<file path="config.mk">
export PLATFORM = sky130hd
export DESIGN_NAME = umspi_ctrl
export DESIGN_NICKNAME = d
export VERILOG_FILES = /design/src/logic/umspi_pkg.sv /design/src/logic/umspi_ctrl.sv
export VERILOG_INCLUDE_DIRS = /design/src /design/src/logic
export SDC_FILE = /design/constraint.sdc
export NUM_CORES = 1
export LEC_CHECK = 0
export BUFFER_PORTS_ARGS = -buffer_cell sky130_fd_sc_hd__buf_4
export CAP_MARGIN = 20
export CELL_PAD_IN_SITES_DETAIL_PLACEMENT = 1
export CELL_PAD_IN_SITES_GLOBAL_PLACEMENT = 1
export CORE_MARGIN = 4
export CORE_UTILIZATION = 30
export CTS_BUF_LIST = sky130_fd_sc_hd__clkbuf_16
export CTS_CLUSTER_SIZE = 12
export DETAILED_ROUTE_END_ITERATION = 10
export PLACE_DENSITY_LB_ADDON = 0.1
export SLEW_MARGIN = 15
export SYNTH_ARGS = -nofsm -noshare
export SYNTH_HDL_FRONTEND = slang
export SYNTH_SLANG_ARGS = --single-unit
</file>
<file path="constraint.sdc">
create_clock -name clock -period 6.8 [get_ports clock]
set_clock_uncertainty 0.2 [all_clocks]
set_input_delay 1.02 -clock clock [delete_from_list [all_inputs] [get_ports clock]]
set_output_delay 1.02 -clock clock [all_outputs]
set_load 0.05 [all_outputs]
</file>
<file path="src/logic/umspi_cfg.svh">
// offsets, field positions, reset values and timing figures of the master spi unit
`ifndef UMSPI_CFG_SVH
`define UMSPI_CFG_SVH
`define UMSPI_OFF_DATA 3'h0
`define UMSPI_OFF_CSA 3'h1
`define UMSPI_OFF_CSB 3'h2
`define UMSPI_OFF_CSC 3'h3
`define UMSPI_OFF_BAUD 3'h4
`define UMSPI_A_RXC 7
`define UMSPI_A_TXC 6
`define UMSPI_A_UDRE 5
`define UMSPI_B_RXCIE 7
`define UMSPI_B_TXCIE 6
`define UMSPI_B_BUFFER_EMPTY_IRQ_ENABLE 5
`define UMSPI_B_RXEN 4
`define UMSPI_B_TXEN 3
`define UMSPI_B_FIXED 3'h6
`define UMSPI_C_MODE_HI 7
`define UMSPI_C_MODE_LO 6
`define UMSPI_C_ORDER 2
`define UMSPI_C_CPHA 1
`define UMSPI_C_CPOL 0
`define UMSPI_MODE_MSPI 2'h3
`define UMSPI_RST_B 8'h06
`define UMSPI_RST_C 8'h00
`define UMSPI_RST_BAUD 12'h000
`define UMSPI_LAST_EDGE 4'hf
`define UMSPI_RXQ_DEPTH 2'h2
`endif

</file>
<file path="src/logic/umspi_pkg.sv">
// types of the master spi unit
package umspi_pkg;

  typedef enum logic [1:0] {
    UMSPI_IDLE = 2'b01,
    UMSPI_SHIFT = 2'b10
  } umspi_phase_t;

  typedef struct packed {
    logic [2:0] address;
    logic read;
    logic write;
    logic [31:0] writedata;
  } umspi_avm_req_t;

  typedef struct packed {
    logic [31:0] readdata;
    logic waitrequest;
  } umspi_avm_rsp_t;

  typedef struct packed {
    logic serialClock;
    logic serialClockOe;
    logic serialOut;
    logic serialOutOe;
    logic rxPinOwned;
  } umspi_pins_t;

  typedef struct packed {
    logic rxCompleteIrq;
    logic txCompleteIrq;
    logic bufferEmptyIrq;
  } umspi_irq_t;

  typedef struct packed {
    umspi_phase_t phase;
    logic ack;
    logic [31:0] rdata;
    logic rxIrqEn;
    logic txIrqEn;
    logic emptyIrqEn;
    logic rxEn;
    logic txEn;
    logic txOffPending;
    logic [1:0] mode;
    logic bitOrder;
    logic cpha;
    logic cpol;
    logic [11:0] baud;
    logic [11:0] baudCnt;
    logic [3:0] edgeCnt;
    logic sclk;
    logic mosi;
    logic [7:0] txBuf;
    logic txBufFull;
    logic [7:0] txShift;
    logic [7:0] rxShift;
    logic [1:0][7:0] rxQueue;
    logic [1:0] rxCount;
    logic txDone;
    logic misoMeta;
    logic misoSync;
  } umspi_state_t;

endpackage

</file>
<file path="src/logic/umspi_ctrl.sv">
// master-only spi unit with avalon-mm register slave
//
// Chosen here: the placing of the registers and the Avalon-MM slave port.
`timescale 1ns/10ps
`include "umspi_cfg.svh"

module umspi_ctrl
  import umspi_pkg::*;
(
  input wire logic clock,
  input wire logic nrst,
  input wire umspi_avm_req_t avmReq,
  output umspi_avm_rsp_t avmRsp,
  input wire logic serialIn,
  input wire logic globalIrqEnable,
  input wire logic txCompleteIrqAck,
  output umspi_pins_t pins,
  output umspi_irq_t irq
);

  umspi_state_t st;
  umspi_state_t next_st;

  function automatic logic modeIsMaster(input logic [1:0] mode);
    modeIsMaster = (mode == `UMSPI_MODE_MSPI);
  endfunction

  function automatic logic outBit(input logic [7:0] shift, input logic lsbFirst);
    outBit = lsbFirst ? shift[0] : shift[7];
  endfunction

  function automatic logic [7:0] shiftOut(input logic [7:0] shift, input logic lsbFirst);
    shiftOut = lsbFirst ? {1'b1, shift[7:1]} : {shift[6:0], 1'b1};
  endfunction

  function automatic logic [7:0] shiftIn(input logic [7:0] shift, input logic lsbFirst,
                                        input logic bitIn);
    shiftIn = lsbFirst ? {bitIn, shift[7:1]} : {shift[6:0], bitIn};
  endfunction

  logic master;
  logic busy;
  logic accept;
  logic wrAcc;
  logic rdAcc;
  logic rxc;
  logic udre;
  logic [7:0] regA;
  logic [7:0] regB;
  logic [7:0] regC;
  logic [31:0] readValue;

  always_comb begin
    master = modeIsMaster(st.mode);
    busy = (st.phase == UMSPI_SHIFT);
    accept = (avmReq.read | avmReq.write) & st.ack;
    wrAcc = accept & avmReq.write;
    rdAcc = accept & avmReq.read;
    rxc = (st.rxCount != 2'h0);
    udre = ~st.txBufFull;
    // low bits hold no error flags in this mode
    regA = {rxc, st.txDone, udre, 5'h00};
    regB = {st.rxIrqEn, st.txIrqEn, st.emptyIrqEn, st.rxEn, st.txEn & ~st.txOffPending,
            `UMSPI_B_FIXED};
    regC = {st.mode, 3'h0, st.bitOrder, st.cpha, st.cpol};
    case (avmReq.address)
      `UMSPI_OFF_DATA: readValue = {24'h000000, st.rxQueue[0]};
      `UMSPI_OFF_CSA: readValue = {24'h000000, regA};
      `UMSPI_OFF_CSB: readValue = {24'h000000, regB};
      `UMSPI_OFF_CSC: readValue = {24'h000000, regC};
      `UMSPI_OFF_BAUD: readValue = {20'h00000, st.baud};
      default: readValue = 32'h00000000;
    endcase
  end

  // one wait state: the request is answered at the second edge it is seen
  always_comb begin
    avmRsp.waitrequest = (avmReq.read | avmReq.write) & ~st.ack;
    avmRsp.readdata = st.rdata;
  end

  always_comb begin
    pins.serialClock = st.sclk;
    pins.serialClockOe = master & st.txEn;
    pins.serialOut = st.mosi;
    pins.serialOutOe = master & st.txEn;
    pins.rxPinOwned = master & st.rxEn;
    irq.rxCompleteIrq = st.rxIrqEn & globalIrqEnable & rxc;
    irq.txCompleteIrq = st.txIrqEn & globalIrqEnable & st.txDone;
    irq.bufferEmptyIrq = st.emptyIrqEn & globalIrqEnable & udre;
  end

  logic tick;
  logic leading;
  logic frameEnd;
  logic loadNow;
  logic pop;

  always_comb begin
    next_st = st;
    tick = 1'b0;
    leading = 1'b0;
    frameEnd = 1'b0;
    loadNow = 1'b0;
    pop = 1'b0;

    // first stage feeds only the second
    next_st.misoMeta = serialIn;
    next_st.misoSync = st.misoMeta;

    // bus handshake
    next_st.ack = (avmReq.read | avmReq.write) & ~st.ack;
    if ((avmReq.read | avmReq.write) & ~st.ack) begin
      next_st.rdata = readValue;
    end

    // half-bit timer, rate from divisor only
    if (busy) begin
      if (st.baudCnt == 12'h000) begin
        tick = 1'b1;
        next_st.baudCnt = st.baud;
      end else begin
        next_st.baudCnt = st.baudCnt - 12'h001;
      end
    end

    if (busy && tick) begin
      leading = ~st.edgeCnt[0];
      next_st.sclk = ~st.sclk;
      next_st.edgeCnt = st.edgeCnt + 4'h1;
      if (leading == ~st.cpha) begin
        next_st.rxShift = shiftIn(st.rxShift, st.bitOrder, st.misoSync);
      end else if (st.edgeCnt != `UMSPI_LAST_EDGE) begin
        next_st.mosi = outBit(st.txShift, st.bitOrder);
        next_st.txShift = shiftOut(st.txShift, st.bitOrder);
      end
      if (st.edgeCnt == `UMSPI_LAST_EDGE) begin
        frameEnd = 1'b1;
        next_st.phase = UMSPI_IDLE;
        next_st.sclk = st.cpol;
        next_st.mosi = 1'b1;
      end
    end

    if (!busy) begin
      next_st.sclk = st.cpol;
    end

    // receive queue: newest character dropped when both levels hold data and none is read in the same cycle
    // last trailing-edge sample is already taken above; no extra shift here
    pop = rdAcc && (avmReq.address == `UMSPI_OFF_DATA) && rxc;
    if (pop) begin
      next_st.rxQueue[0] = st.rxQueue[1];
      next_st.rxCount = st.rxCount - 2'h1;
    end
    if (frameEnd && st.rxEn) begin
      if (pop || st.rxCount == 2'h0) begin
        next_st.rxQueue[pop ? st.rxCount - 2'h1 : 2'h0] = next_st.rxShift;
        next_st.rxCount = pop ? st.rxCount : 2'h1;
      end else if (st.rxCount != `UMSPI_RXQ_DEPTH) begin
        next_st.rxQueue[1] = next_st.rxShift;
        next_st.rxCount = 2'h2;
      end
    end

    // transmit buffer and shift register
    if (wrAcc && avmReq.address == `UMSPI_OFF_DATA && st.txEn && ~st.txBufFull) begin
      next_st.txBuf = avmReq.writedata[7:0];
      next_st.txBufFull = 1'b1;
    end
    loadNow = st.txBufFull && master && st.txEn && (!busy || frameEnd);
    if (loadNow) begin
      next_st.phase = UMSPI_SHIFT;
      next_st.txBufFull = 1'b0;
      next_st.baudCnt = st.baud;
      next_st.edgeCnt = 4'h0;
      next_st.sclk = st.cpol;
      if (!st.cpha) begin
        next_st.mosi = outBit(st.txBuf, st.bitOrder);
        next_st.txShift = shiftOut(st.txBuf, st.bitOrder);
      end else begin
        next_st.txShift = st.txBuf;
      end
    end

    // transmit complete: clear by write-one or by service, a new set wins
    if ((wrAcc && avmReq.address == `UMSPI_OFF_CSA && avmReq.writedata[`UMSPI_A_TXC]) ||
        txCompleteIrqAck) begin
      next_st.txDone = 1'b0;
    end
    if (frameEnd && !loadNow) begin
      next_st.txDone = 1'b1;
    end

    // control writes; reserved bits are ignored
    if (wrAcc && avmReq.address == `UMSPI_OFF_CSB) begin
      next_st.rxIrqEn = avmReq.writedata[`UMSPI_B_RXCIE];
      next_st.txIrqEn = avmReq.writedata[`UMSPI_B_TXCIE];
      next_st.emptyIrqEn = avmReq.writedata[`UMSPI_B_BUFFER_EMPTY_IRQ_ENABLE];
      next_st.rxEn = avmReq.writedata[`UMSPI_B_RXEN];
      if (avmReq.writedata[`UMSPI_B_TXEN]) begin
        next_st.txEn = 1'b1;
        next_st.txOffPending = 1'b0;
      end else begin
        next_st.txOffPending = st.txEn;
      end
    end
    if (!next_st.rxEn) begin
      next_st.rxCount = 2'h0;
    end
    // disable takes hold only once nothing is left to send
    if (st.txOffPending && !busy && !st.txBufFull) begin
      next_st.txEn = 1'b0;
      next_st.txOffPending = 1'b0;
    end
    if (wrAcc && avmReq.address == `UMSPI_OFF_CSC) begin
      // a single write sets mode, order, phase and polarity together
      next_st.mode = avmReq.writedata[`UMSPI_C_MODE_HI:`UMSPI_C_MODE_LO];
      next_st.bitOrder = avmReq.writedata[`UMSPI_C_ORDER];
      next_st.cpha = avmReq.writedata[`UMSPI_C_CPHA];
      next_st.cpol = avmReq.writedata[`UMSPI_C_CPOL];
    end
    if (wrAcc && avmReq.address == `UMSPI_OFF_BAUD) begin
      next_st.baud = avmReq.writedata[11:0];
    end
  end

  always_ff @(posedge clock) begin
    if (!nrst) begin
      st <= '0;
      st.phase <= UMSPI_IDLE;
      st.mode <= 2'(`UMSPI_RST_C >> `UMSPI_C_MODE_LO);
      st.bitOrder <= 1'(`UMSPI_RST_C >> `UMSPI_C_ORDER);
      st.cpha <= 1'(`UMSPI_RST_C >> `UMSPI_C_CPHA);
      st.cpol <= 1'(`UMSPI_RST_C >> `UMSPI_C_CPOL);
      st.sclk <= 1'(`UMSPI_RST_C >> `UMSPI_C_CPOL);
      st.baud <= `UMSPI_RST_BAUD;
      st.mosi <= 1'b1;
      st.misoMeta <= 1'b1;
      st.misoSync <= 1'b1;
    end else begin
      st <= next_st;
    end
  end

endmodule

</file>
==> metrics, run 1 <==
vias per inst=5.25; Critical Path Start Type=primary input; P_int=~950 µW; crit-path max FO=17; Root Buffer=clkbuf_16; count leader, synth=dfxtp_1; Leak=around 2.2 nW; CP Cell Sequence=buf_4 -> or3_1 -> nor3_1 -> buf_4 -> ha_1 -> o21ai_0 -> o21ai_0 -> nand3_1 -> o21ai_1; biggest area consumer among synthesized cells=dfxtp_1; DR vias=about 4,600; Mapped Avg Cell Area=approximately 8.4 µm²; number of synthesized register bits=roughly 100; MaxCap Viol Count=0; final hold violation count=0; Pwr Total=~1.3 mW; Syn Inst Count=650; layout cell share with drive strength beyond 1=between 10% and 20%; post-CTS sizing=0; setup repair bufs after CTS=0; drt first pass iters=4; Arr. time, crit path=roughly 3.2 ns; Flop pwr share=between 40% and 50%; wire length per cell=19.2 µm; Ports=83; worst endpoint required time=6.89 ns; core area=between 0.015 and 0.02 mm²; Worst-path clk slew=around 0.080 ns; diode count=0; Setup violations, final=0; Die Area=a little over 0.02 mm²; complex-gate fraction of the synthesized area=about 18%; top cell type's share of synthesized area=between 30% and 40%; CP peak stage delay=0.52 ns; critical path's slowest cell=or3_1; Area growth, synth to finish=11.0%; RSZ-0062 raised after global routing=false; Net Sw Frac=between 20% and 30%; CTS Hold Bufs=0; Initial Util=between 30% and 40%; sequential area share after synthesis=37.5%; IO buf count=42; Post-Route WL=between 15,000 and 20,000 µm; CP top delay family=simple AND/OR/NAND/NOR gates; Tcrit/Tclk final=a little under half; Post-DP HPWL=about 12,000 µm; main combinational cell family by area after synthesis=simple AND/OR/NAND/NOR gates; Comb power frac=~6.5%; initial antenna violation count=0; DRC=0; synthesized cell area=0.00545 mm²; simple-gate share of the synthesized area=a little under a quarter; chip width=143 µm; DIE HEIGHT=143 µm; Worst Hold Class=reg2reg; prevailing post-synth register cell=dfxtp_1; Initial DRC Count=between 200 and 300; antenna-violating nets left=0; Max Clock Freq=0.326 GHz; EDFF count, synth=0; clk_lat worst skew=between 0.3 and 0.4 ns; vias in the first global route=between 4,000 and 5,000; fin worst setup slack=between 3 and 4 ns; GRT overflow=0; Final Net Count=about 700; fraction of the mapped netlist area in adder cells=1.38%; Sw Pwr=326 µW; Yosys warnings=0; run status=completed; Row Count=49; type of the worst setup path=in2reg; clk sink count=~100; final core area utilization=33.8%; GPL Wtd Cong=just under 0.8; CP Buf/Inv Count=2; post-synthesis cell type count=64; Place WS=3.36 ns; Num CTS Buffers=9; critical path endpoint category=flip-flop; largest net degree at the start of global routing=58; pwr/cell area=210 mW/mm²; min Tclk post-route=between 3 and 4 ns; GRT Util Overall=16.7%; htree depth=3; slew margin rel.=42.8%; mux share of post-synthesis cell area=11.1%; largest cells by area after synthesis=dfxtp_1, mux2i_1, a21oi_1; first-pass GRT wire length=26,600 µm; peak supply drop=roughly 0.00014 V; synth cell count leaders=dfxtp_1, nor2_1, nand2_1; Synth Area in XOR/XNOR=0.643%; TNS Setup=0 ns; CTS tree=yes; clock network fraction of design power=46.2%; CTS Buffer Depth=2; Synth async-reset ratio=0%; Slew Viols, Final=0; Tightest Pin Transition=0.855 ns
==> cells in the final DEF (no fill, tap or decap), types with 3 or more instances in the layout <==
cell type and count:
nor2_1 70, nor2b_1 9, nor4_1 8, nand2_1 63
inv_6 3, mux2_2 5, mux2i_1 55, nand2b_1 9
and3b_1 3, a22oi_1 14, and3_1 4, nor4b_1 3
nor3_1 23, a221oi_1 4, nand3_1 14, inv_1 7
buf_4 48, a31oi_1 7, nand3b_1 3, o22ai_1 7
ha_1 6, conb_1 20, and4_1 3, a21oi_1 58
o21ai_1 8, a21boi_2 8, clkbuf_16 9, o21ai_0 26
xor2_1 3, dfxtp_1 102, nand4_1 8, o32ai_1 3
==> power groups by stage <==
stage | sequential, mW | combinational, mW | clock (mW)
global route | 0.603 | 0.0885 | 0.630
global placement | 0.617 | 0.0824 | 0
floorplan | 0.615 | 0.0674 | 0
finish | 0.602 | 0.0825 | 0.589
detailed placement | 0.617 | 0.0830 | 0
CTS | 0.602 | 0.0832 | 0.610
==> path summary, 6_finish.rpt <==
kind,from,endpoint,slack [ns],depth (start not counted)
setup reg to reg,regC[1]$_SDFFE_PN0P_,st[36]$_SDFFE_PN0P_,3.97,5
hold / removal,next_st[0]$_SDFF_PN1_,st[0]$_SDFF_PN1_,0.21,1
setup / recovery,avmReq[35],st[18]$_SDFFE_PN0P_,3.73,9
hold reg to reg,next_st[0]$_SDFF_PN1_,st[0]$_SDFF_PN1_,0.21,1
==> state kept, by name (all words and copies together) (netlist names) <==
name / flops
next_st: 1
pins: 2
regC: 5
avmRsp: 12
regA: 1
regB: 4
st: 77
==> cell type report <==
cell class	instances	area, µm²
clock buffer	9	225
clock inverter	7	103
fill	2142	11800
inverter	8	30.0
multi-input combinational	482	3010
sequential	102	2040
tap	229	287
timing repair buffer	48	360
==> per-stage QoR <==
step | cells | hold WS (ns) | area [µm²]
after floorplan | 669 | 0.186 | 5520
after global placement | 869 | 0.207 | 5730
after detailed placement | 869 | 0.204 | 5730
after CTS | 885 | 0.224 | 6050
after global routing | 885 | 0.241 | 6050
final | 885 | 0.215 | 6050
==> kinds of logic after synthesis <==
| family | Yosys count |
|---|---|
| other | 1 |
| xor gates and xnor gates | 4 |
| and+or+nand+nor | 239 |
| AOI/OAI and AO/OA | 153 |
| adders and majority gates | 6 |
| buffers and inverters | 85 |
| DFF | 102 |
| muxes | 60 |
==> routing by layer <==
| layer | vias to the layer above | share of wire (%) | global-route usage [%] |
|---|---|---|---|
| met3 | 14 | 2.6 | 3.45 |
| met2 | 59 | 49 | 28.3 |
| met4 | 0 | 1.1 | 3.90 |
| met1 | 2310 | 47 | 21.9 |
| met5 | - | 0 | 0 |
| li1 | 2263 | - | - |
No activity file was read; power rests on OpenSTA's default activity.
==> inputs of run 2 (changes only) <==
clock period = 3.1 ns   (was 6.8 ns; I/O delays follow)
==> metrics, run 2 (same netlist as run 1, synthesis figures left out) <==
Final Net Count=711 (+1.7%); Row Count=49 (unchanged); Tightest Pin Transition=0.805 ns (-0.0499 ns); Worst-path clk slew=0.07 ns (about the same); largest net degree at the start of global routing=35 (-40%); slew margin rel.=46.1% (+3.3 points); initial antenna violation count=0 (unchanged); GRT overflow=0 (unchanged); CTS Hold Bufs=0 (unchanged); RSZ-0062 raised after global routing=false; DR vias=4,626 (-0.43%); setup repair bufs after CTS=0 (unchanged); Setup violations, final=0 (unchanged); type of the worst setup path=reg2reg; Slew Viols, Final=0 (unchanged); register with the most flip-flops=st; Initial Util=30.5% (unchanged); Ports=83 (unchanged); clk_lat worst skew=0.35 ns (about the same); chip width=143 µm (unchanged); crit-path max FO=12 (-5); Tcrit/Tclk final=84.2%; Die Area=0.0204 mm² (unchanged); pwr/cell area=446 mW/mm² (+110%); MaxCap Viol Count=0 (unchanged); wire length per cell=18.7 µm (-2.4%); register area=0.00204 mm² (unchanged); WHS=0.101 ns (-0.114 ns); worst endpoint required time=3.15 ns (-3.74 ns); first-pass GRT wire length=27,000 µm (+1.4%); layout cell share with drive strength beyond 1=15.6% (+1.3 points); drt first pass iters=4 (unchanged); diode count=0 (unchanged); CTS tree=yes; Root Buffer=clkbuf_16; Area growth, synth to finish=12.4%; commonest non-fill, non-tap cell in the layout=dfxtp_1; DRC=0 (unchanged); core area=0.0179 mm² (unchanged); antenna-violating nets left=0 (unchanged); htree depth=3 (unchanged); TNS Setup=0 ns (unchanged); DIE HEIGHT=143 µm (unchanged); GRT Util Overall=16.9% (+0.24 points); max reg flops=77 (unchanged); peak supply drop=0.000263 V (+89%); vias in the first global route=4,737 (+0.94%); GPL Wtd Cong=0.784 (-1.2%); Worst Hold Class=in2reg; Fill cells=2,119 (-1.1%); multi-input logic area=0.00301 mm² (unchanged); CTS Buffer Depth=2 (unchanged); min Tclk post-route=between 2 and 3 ns; Leak=2.22 nW (+2.4%); Post-DP HPWL=12,600 µm (+1.8%); most frequent cells in the layout=dfxtp_1, nor2_1, nand2_1; IO buf count=42 (unchanged); final hold violation count=0 (unchanged); Post-Route WL=16,800 µm (-1.2%); post-CTS sizing=0 (unchanged); Arr. time, crit path=2.66 ns (-0.49 ns); vias per inst=5.16 (-1.7%); Max Clock Freq=0.383 GHz; Critical Path Start Type=flip-flop; Num CTS Buffers=9 (unchanged); final core area utilization=34.2% (+0.43 points); clk sink count=102 (unchanged); run status=completed; Initial DRC Count=230 (-17%); critical path endpoint category=flip-flop
run 2: cell count changes in the layout (fill, tap and decap cells not counted):
cell        delta
buf_4         +12
inv_6          -3
clkinv_4       +2
clkinv_2       -1
clkinvlp_4     +1
inv_1          +1
inv_8          -1
run 2: critical path, cell delays in order (launching register included):
cell and delay, ns:
dfxtp_1 0.36, inv_1 0.10, ha_1 0.19, nor4b_4 0.37
nand4_4 0.30, buf_4 0.27, nor2_1 0.34, nor2_1 0.09
o32ai_1 0.29
run 2: power breakdown:
part,switching (mW),internal (mW)
combinational,0.140,0.0434
clock,0.526,0.704
sequential,0.00669,1.31
run 2: area by class of cell:
class	count	share of cell area, %
multi-input cells	482	49.1
clock inverters	6	1.45
repair buffers	60	7.35
clock buffers	9	3.67
inverters	8	0.490
flip-flops and latches	102	33.3
well taps	229	4.67
run 2: final timing paths:
kind | depth (start not counted) | startpoint | end | slack [ns]
worst max-delay path | 8 | st[52]$_SDFFE_PN0P_ | st[29]$_SDFFE_PN0P_ | 0.49
worst min-delay path | 2 | serialIn | next_st[0]$_SDFF_PN1_ | 0.10
worst max register to register | 8 | st[52]$_SDFFE_PN0P_ | st[29]$_SDFFE_PN0P_ | 0.49
worst min register to register | 1 | next_st[0]$_SDFF_PN1_ | st[0]$_SDFF_PN1_ | 0.22
run 2: metal layers:
metal	global-route usage [%]	vias to the layer above	routed length, µm	share of wire, %
met4	3.95	0	159	0.95
met2	28.4	56	8080	48
met5	0	-	0	0
met1	22.8	2269	8070	48
li1	-	2289	-	-
met3	2.88	12	454	2.7
run 2: metrics by stage:
| stage | power [mW] | instances | cell area (µm²) | setup slack (ns) |
|---|---|---|---|---|
| floorplan | 1.50 | 669 | 5520 | 0.423 |
| detailed placement | 1.54 | 881 | 5820 | 0.355 |
| global placement | 1.54 | 881 | 5820 | 0.411 |
| CTS | 2.78 | 896 | 6130 | 0.507 |
| finish | 2.74 | 896 | 6130 | 0.490 |
| global route | 2.86 | 896 | 6130 | 0.290 |
